[config.mk]
export PLATFORM = sky130hd
export DESIGN_NAME = converter_init_reset_sequencer
export DESIGN_NICKNAME = d
export VERILOG_FILES = /design/src/rtl/init_seq_pkg.sv /design/src/rtl/converter_init_reset_sequencer.sv /design/src/rtl/cycle_timer.sv
export SDC_FILE = /design/constraint.sdc
export NUM_CORES = 1
export LEC_CHECK = 0
export ABC_CLOCK_PERIOD_IN_PS = 2000
export BUFFER_PORTS_ARGS = -buffer_cell sky130_fd_sc_hd__clkbuf_2
export CORE_AREA = 2 2 60 76
export DETAILED_ROUTE_END_ITERATION = 6
export DIE_AREA = 0 0 62 78
export GPL_ROUTABILITY_DRIVEN = 0
export GPL_TIMING_DRIVEN = 0
export PLACE_DENSITY = 0.76
export SYNTH_ARGS = -nofsm -noshare
export SYNTH_HDL_FRONTEND = slang
export SYNTH_SLANG_ARGS = --single-unit
[constraint.sdc]
create_clock -name ref_clk -period 2 [get_ports ref_clk]
set_clock_uncertainty 0.05 [all_clocks]
set_input_delay 0.4 -clock ref_clk [delete_from_list [all_inputs] [get_ports ref_clk]]
set_output_delay 0.4 -clock ref_clk [all_outputs]
set_load 0.005 [all_outputs]
[src/rtl/init_seq_pkg.sv]
// constants and carrier types for the converter reset/initialisation sequencer
// assumes a single sampling clock domain at 25 MHz
package init_seq_pkg;

  localparam int unsigned CLK_PERIOD_NS     = 40;
  // calibration length in sampling-clock cycles
  localparam int unsigned CAL_CYCLES        = 200000;
  // shortest reset pulse treated as reliable
  localparam int unsigned RST_PULSE_MIN_NS  = 1000;
  localparam int unsigned RST_PULSE_CYCLES  =
    (RST_PULSE_MIN_NS + CLK_PERIOD_NS - 1) / CLK_PERIOD_NS;

  // register map
  localparam logic [7:0] SW_RESET_CTRL_ADDR = 8'h00;
  localparam int unsigned SW_RESET_BIT      = 0;
  localparam logic [7:0] SW_RESET_CTRL_RST  = 8'h00;

  localparam int unsigned CNT_W   = 18;
  localparam int unsigned PULSE_W = 6;

  // register write request from the serial interface
  typedef struct packed {
    logic       wr_en;
    logic [7:0] addr;
    logic [7:0] data;
  } reg_wr_t;

  // sequencer status
  typedef struct packed {
    logic ready;
    logic calibrating;
    logic load_defaults;
  } seq_status_t;

endpackage : init_seq_pkg

[src/rtl/converter_init_reset_sequencer.sv]
// reset and initialisation sequencer of the dual-channel converter registers
// assumes the reset pin and reference-buffer pin are asynchronous to ref_clk;
// register writes come from the serial interface decoder on ref_clk
`timescale 1ns/1ns
`default_nettype none
// Functional notes
// reset pin high pulse resets registers
// host sets reference pin, clock before reset
// reset release loads fuses, starts calibration
// host waits calibration before chip select
// host waits 100 ns before reset edge
// host waits 2 ms before reference level; the host model waits PWR_CYC cycles, 8 in the bench
// writing D0 reloads defaults, self-clears
// host keeps reset pin low during software reset
// no register writes until calibration done
// reset pulses under 1 us unreliable
module converter_init_reset_sequencer
  import init_seq_pkg::*;
#(
  // calibration length; a bench may shorten it to keep runs short
  parameter int unsigned CAL_COUNT = CAL_CYCLES
) (
  input  wire logic        ref_clk,
  input  wire logic        sys_rst,
  input  wire logic        clk_en,
  input  wire logic        hw_reset_pin,
  input  wire logic        reference_buffer_select_pin,
  input  wire logic        serial_chip_select_n,
  input  wire reg_wr_t     reg_wr,
  output seq_status_t      status,
  output logic             reg_wr_accept,
  output logic             ref_buffer_level,
  output logic [7:0]       sw_reset_ctrl_rd
);

  typedef enum logic [1:0] {ST_IDLE, ST_RESET, ST_CAL, ST_READY} seq_state_t;

  // state flow:
  //   idle  -> reset  when the synchronised pin goes high
  //   reset -> cal    on a released pulse of full width
  //   reset -> idle   on a pulse that was too short
  //   cal   -> ready  when the hold-off timer expires
  //   ready -> cal    on a software reset write
  //   any   -> reset  while the pin is high
  // pin synchronisers
  logic        rst_s1_q;
  logic        rst_s2_q;
  logic        rst_s3_q;
  logic        ref_s1_q;
  logic        ref_s2_q;
  // pulse width check
  logic [PULSE_W-1:0] pulse_cnt_q;
  logic        pulse_ok_q;
  logic        hw_release;
  // calibration control
  logic        wr_to_ctrl;
  logic        sw_reset_hit;
  logic        cal_start;
  logic        cal_busy;
  logic        cal_done;
  logic [7:0]  sw_reset_ctrl_q;
  seq_state_t  state_q;
  seq_state_t  state_d;

  // decoded states, shared by the write gate and the status outputs
  logic        in_reset;
  logic        in_cal;
  logic        in_ready;

  // two-stage synchroniser for the reset pin; the third stage only feeds the edge detect
  always_ff @(posedge ref_clk or posedge sys_rst) begin
    if (sys_rst) begin
      rst_s1_q <= 1'b0;
      rst_s2_q <= 1'b0;
      rst_s3_q <= 1'b0;
    end else if (clk_en) begin
      rst_s1_q <= hw_reset_pin;
      rst_s2_q <= rst_s1_q;
      rst_s3_q <= rst_s2_q;
    end
  end

  // two-stage synchroniser for the reference-buffer level; a plain level, no edge stage
  always_ff @(posedge ref_clk or posedge sys_rst) begin
    if (sys_rst) begin
      ref_s1_q <= 1'b0;
      ref_s2_q <= 1'b0;
    end else if (clk_en) begin
      ref_s1_q <= reference_buffer_select_pin;
      ref_s2_q <= ref_s1_q;
    end
  end

  // latch the reference-buffer level only while reset is high, so it is set before calibration
  always_ff @(posedge ref_clk or posedge sys_rst) begin
    if (sys_rst) begin
      ref_buffer_level <= 1'b0;
    end else if (clk_en && rst_s2_q) begin
      ref_buffer_level <= ref_s2_q;
    end
  end

  // measure the reset pulse width; short glitches are ignored
  always_ff @(posedge ref_clk or posedge sys_rst) begin
    if (sys_rst) begin
      pulse_cnt_q <= '0;
      pulse_ok_q  <= 1'b0;
    end else if (clk_en) begin
      if (!rst_s2_q) begin
        pulse_cnt_q <= '0;
        pulse_ok_q  <= 1'b0;
      end else if (pulse_cnt_q != PULSE_W'(RST_PULSE_CYCLES)) begin
        pulse_cnt_q <= pulse_cnt_q + PULSE_W'(1);
      end else begin
        pulse_ok_q  <= 1'b1;
      end
    end
  end

  // falling edge of the synchronised pin after a pulse of full width
  assign hw_release   = rst_s3_q && !rst_s2_q && pulse_ok_q;
  // a write that addresses the reset register with the reset bit set
  assign wr_to_ctrl   = (reg_wr.addr == SW_RESET_CTRL_ADDR) && reg_wr.data[SW_RESET_BIT];
  // software reset is only honoured once ready and with the reset pin low
  assign sw_reset_hit = reg_wr.wr_en && reg_wr_accept && !rst_s2_q && wr_to_ctrl;

  // sequencer state
  always_comb begin
    state_d = state_q;
    case (state_q)
      // wait for the synchronised pin to go high
      ST_IDLE: begin
        if (rst_s2_q) state_d = ST_RESET;
      end
      // a released pulse of full width starts calibration; a short one is dropped
      ST_RESET: begin
        if (hw_release) begin
          state_d = ST_CAL;
        end else if (!rst_s2_q) begin
          state_d = ST_IDLE;
        end
      end
      // the pin aborts a running calibration; otherwise wait for the timer
      ST_CAL: begin
        if (rst_s2_q) begin
          state_d = ST_RESET;
        end else if (cal_done) begin
          state_d = ST_READY;
        end
      end
      // registers usable; the pin or the reset bit starts over
      ST_READY: begin
        if (rst_s2_q) begin
          state_d = ST_RESET;
        end else if (sw_reset_hit) begin
          state_d = ST_CAL;
        end
      end
      default: begin
        state_d = ST_IDLE;
      end
    endcase
  end

  // the state register
  always_ff @(posedge ref_clk or posedge sys_rst) begin
    if (sys_rst) begin
      state_q <= ST_IDLE;
    end else if (clk_en) begin
      state_q <= state_d;
    end
  end

  // load defaults on a qualified release, or on the reset bit while ready
  assign cal_start = clk_en && ((in_reset && hw_release)
                     || (in_ready && sw_reset_hit && !rst_s2_q));

  // calibration hold-off timer
  cycle_timer #(
    .W     (CNT_W),
    .COUNT (CAL_COUNT)
  ) u_cal_timer (
    .ref_clk    (ref_clk),
    .sys_rst    (sys_rst),
    .clk_en     (clk_en),
    .start      (cal_start),
    .busy       (cal_busy),
    .done_pulse (cal_done)
  );

  // reset bit reads one for the cycle after the write, then self-clears
  always_ff @(posedge ref_clk or posedge sys_rst) begin
    if (sys_rst) begin
      sw_reset_ctrl_q <= SW_RESET_CTRL_RST;
    end else if (clk_en) begin
      if (cal_start) begin
        sw_reset_ctrl_q <= SW_RESET_CTRL_RST;
        sw_reset_ctrl_q[SW_RESET_BIT] <= sw_reset_hit;
      end else begin
        sw_reset_ctrl_q <= SW_RESET_CTRL_RST;
      end
    end
  end

  // state decode
  assign in_reset              = (state_q == ST_RESET);
  assign in_cal                = (state_q == ST_CAL);
  assign in_ready              = (state_q == ST_READY);

  // read-back of the reset register
  assign sw_reset_ctrl_rd      = sw_reset_ctrl_q;
  // writes are refused until calibration completes; chip select must be active too
  assign reg_wr_accept         = in_ready && !serial_chip_select_n;
  assign status.ready          = in_ready;
  // the timer is not stopped by an abort, so its busy flag only counts inside the run
  assign status.calibrating    = cal_busy && in_cal;
  // pulse that tells the register bank to reload fuse defaults
  assign status.load_defaults  = cal_start;

endmodule : converter_init_reset_sequencer
`default_nettype wire

[src/rtl/cycle_timer.sv]
// down-counting cycle timer used for the calibration hold-off
// assumes start and enable from logic on the same clock
`timescale 1ns/1ns
`default_nettype none
module cycle_timer #(
  parameter int unsigned W     = 18,
  parameter int unsigned COUNT = 200000
) (
  input  wire logic ref_clk,
  input  wire logic sys_rst,
  input  wire logic clk_en,
  input  wire logic start,
  output logic      busy,
  output logic      done_pulse
);
  logic [W-1:0] cnt_q;

  // restart wins over a count in progress
  always_ff @(posedge ref_clk or posedge sys_rst) begin
    if (sys_rst) begin
      cnt_q      <= '0;
      done_pulse <= 1'b0;
    end else if (clk_en) begin
      done_pulse <= 1'b0;
      if (start) begin
        cnt_q <= W'(COUNT);
      end else if (cnt_q != '0) begin
        cnt_q <= cnt_q - W'(1);
        if (cnt_q == W'(1)) begin
          done_pulse <= 1'b1;
        end
      end
    end
  end

  assign busy = (cnt_q != '0);
endmodule : cycle_timer
`default_nettype wire

==> impl_metrics.env <==
export IMPL_track_usage_pct=19.45
export IMPL_reg_top3="u_cal_timer.cnt_q x18, pulse_cnt_q x6, state_q x2"
export IMPL_synthDistinctLibCells=48
export IMPL_cts_hold_buf=0
export IMPL_final_nets=286
export IMPL_vdd_ir_drop_max_mv=0.4282
export IMPL_synth_area_leaders="dfrtp_1 44%, nor2_1 3.8%, xnor2_1 3.5%"
export IMPL_cp_arrival_ns=1.79
export IMPL_areaGrowthSynthToFinish_pct=29.97
export IMPL_violations="negative setup slack"
export IMPL_place_inst=289
export IMPL_synth_async_reset_ratio_pct=100.0
export IMPL_total_power_mw=2.098
export IMPL_cts_root_buf="clkbuf_8"
export IMPL_yosysWarningCount=0
export IMPL_cts_num_sinks=35
export IMPL_ys_seq_elements=35
export IMPL_setup_slack_ns=-0.2382
export IMPL_combPwrFrac_pct=23.0
export IMPL_grt_start_max_net_pins=36
export IMPL_cts_buffer_depth=2
export IMPL_hold_class="input port to async pin"
export IMPL_crit_path_end_kind="primary output"
export IMPL_relSlewSlack_pct=52.75
export IMPL_num_antenna_cells=0
export IMPL_fin_crit_ns=2.238
export IMPL_grt_pass1_wl_um=7100
export IMPL_post_drt_wl_per_cell_um=14.28
export IMPL_max_freq_mhz=446.8
export IMPL_finalHoldViolCount=0
export IMPL_fin_area_um2=2566
export IMPL_status="finished, violations left"
export IMPL_routed_wl_um=4514
export IMPL_p_leak_nw=1.192
export IMPL_netlist_area_um2=1974
export IMPL_cts_htree_levels=2
export IMPL_crit_type="flip-flop to primary output"
export IMPL_synth_edf_count=0
export IMPL_port_buffers=21
export IMPL_power_density_nw_per_um2=817.5
export IMPL_startpoint_type="flip-flop"
export IMPL_synth_most_common_cell="dfrtp_1"
export IMPL_fp_dieW_um=62
export IMPL_first_pass_iters=4
export IMPL_routed_via_density=5.547
export IMPL_tightest_slew_ns=0.7077
export IMPL_drtIter0Drc=98
export IMPL_p_int_mw=1.400
export IMPL_globalRouteOverflowTotal=0
export IMPL_synth_main_ff_cell="dfrtp_1"
export IMPL_cts_buffers_inserted=5
export IMPL_cp_required_ns=1.55
export IMPL_p_sw_mw=0.6976
export IMPL_row_count=26
export IMPL_initial_utilization_pct=48.55
export IMPL_syn_avg_cell_area_um2=9.584
export IMPL_grt_pass1_vias=1683
export IMPL_antenna_found_initial=0
export IMPL_finalNonFillerCells=316
export IMPL_finalSetupViolations=7
export IMPL_core_area_um2=4066
export IMPL_syn_instance_count=206
export IMPL_insertion_delay_ns=0.30
export IMPL_dpl_cell_area_um2=2173
export IMPL_dp_hpwl_um=2797
export IMPL_swShare_pct=33.25
export IMPL_num_vias=1753
export IMPL_slew_viol_final=0
export IMPL_power_frac_clock_pct=30.8
export IMPL_grt_setup_unrepaired="yes"
export IMPL_io_pins=36
export IMPL_synth_top_cells_by_count="35 x dfrtp_1, 20 x nor2_1, 18 x nand2_1"
export IMPL_die_area_um2=4836
export IMPL_cts_tree="yes"
export IMPL_ant_nets=0
export IMPL_max_cap_viol_count=0
export IMPL_path_clk_slew_ns=0.08
export IMPL_drc_errors=0
export IMPL_layout_drive_gt1_share_pct=33.85
export IMPL_path_max_fanout=4
export IMPL_power_frac_seq_pct=46.2
export IMPL_largest_reg_flops=18
export IMPL_die_h_um=78
export IMPL_regMostFlops="u_cal_timer.cnt_q"
export IMPL_synth_largest_area_cell="dfrtp_1"
export IMPL_period_share_pct=111.9
export IMPL_seq_area_frac_synth_pct=44.36
export IMPL_synth_top_area_share_pct=44.36
-- area by class of cell --
type / count / area [µm²]
fillers: 324 / 1500
multi-input cells: 149 / 1082
flip-flops and latches: 35 / 875.8
repair buffers: 41 / 261.5
plain buffers: 14 / 112.6
well taps: 56 / 70.07
clock buffers: 5 / 68.82
inverters: 13 / 51.30
clock inverters: 3 / 43.79
-- repair_timing --
item,4_1_cts,5_1_grt
pin swaps,11,6
setup buffers,14,6
hold endpoints to repair,0,0
resized for setup,19,15
endpoints found under the setup margin,17,19
-- cell usage in the layout (no fill, tap or decap), drive strengths merged, types with 2 or more instances in the layout --
cell and instances:
or4 2, nor3 10, and2 2, a211oi 2
nor2 20, or3 4, xnor2 8, mux2 6
a21oi 6, o31ai 3, o211ai 2, xor2 4
inv 13, nand4 8, nand2 18, clkinv 2
dfrtp 35, ha 4, nand3 4, clkbuf 27
and4b 2, nor4 8, conb 7, and3b 2
or2 2, buf 33, o21ai 9, o21a 2
-- per-stage QoR --
stage | TNS, ns | setup slack (ns) | hold slack [ns] | util (%)
6_report | -0.7910 | -0.2382 | 0.1497 | 63.11
5_1_grt | -1.662 | -0.3144 | 0.2118 | 63.11
4_1_cts | -1.175 | -0.2923 | 0.2785 | 60.49
3_5_place_dp | -1.730 | -0.4148 | 0.4367 | 53.45
3_3_place_gp | -1.380 | -0.4073 | 0.4304 | 53.45
2_1_floorplan | 0 | 0.02445 | 0.3992 | -
-- metal layers --
metal	wire length [µm]	vias to the layer above	GRT usage, %
met5	0	-	0
met4	133	0	9.149
met3	203	16	5.167
met2	2314	60	31.25
met1	1862	852	23.31
li1	-	825	-
-- logic make-up (layout without fill, tap and decap cells) --
kind of cell / Yosys count / after routing / share of synthesized area [%]
AO/OA/AOI/OAI: 32 / 32 / 11.85
XOR/XNOR: 12 / 12 / 5.323
adder cells (fa/ha/maj): 4 / 4 / 2.535
buffers and inverters: 28 / 76 / 7.097
flip-flops: 35 / 35 / 44.36
multiplexers: 7 / 7 / 3.929
other: 1 / 7 / 0.1899
AND/OR/NAND/NOR: 87 / 87 / 24.71
-- critical path: stages, from the launching register on --
cell      delay [ns]
dfrtp_1         0.45
or3_1           0.47
or2_4           0.28
nor2_4          0.12
nor3_2          0.06
clkbuf_2        0.11
-- final timing paths --
check,start,end,slack (ns),cells past startpoint
worst max-delay path,u_cal_timer.cnt_q[15],status[1],-0.24,5
min in group ref_clk,reference_buffer_select_pin,ref_s1_q,0.28,2
worst min-delay path,sys_rst,pulse_cnt_q[0],0.15,2
worst min register to register,rst_s1_q,rst_s2_q,0.44,2
max in group asynchronous,sys_rst,u_cal_timer.cnt_q[5],1.29,2
worst max register to register,u_cal_timer.cnt_q[15],u_cal_timer.cnt_q[6],-0.17,10
-- power by group through the flow --
stage / registers, mW / logic [mW] / clock network (mW)
global placement: 0.966 / 0.397 / 0
global route: 0.985 / 0.529 / 0.697
CTS: 0.954 / 0.437 / 0.664
detailed placement: 0.970 / 0.407 / 0
floorplan: 0.940 / 0.323 / 0
finish: 0.969 / 0.482 / 0.647
(Power assumes the default switching activity.)
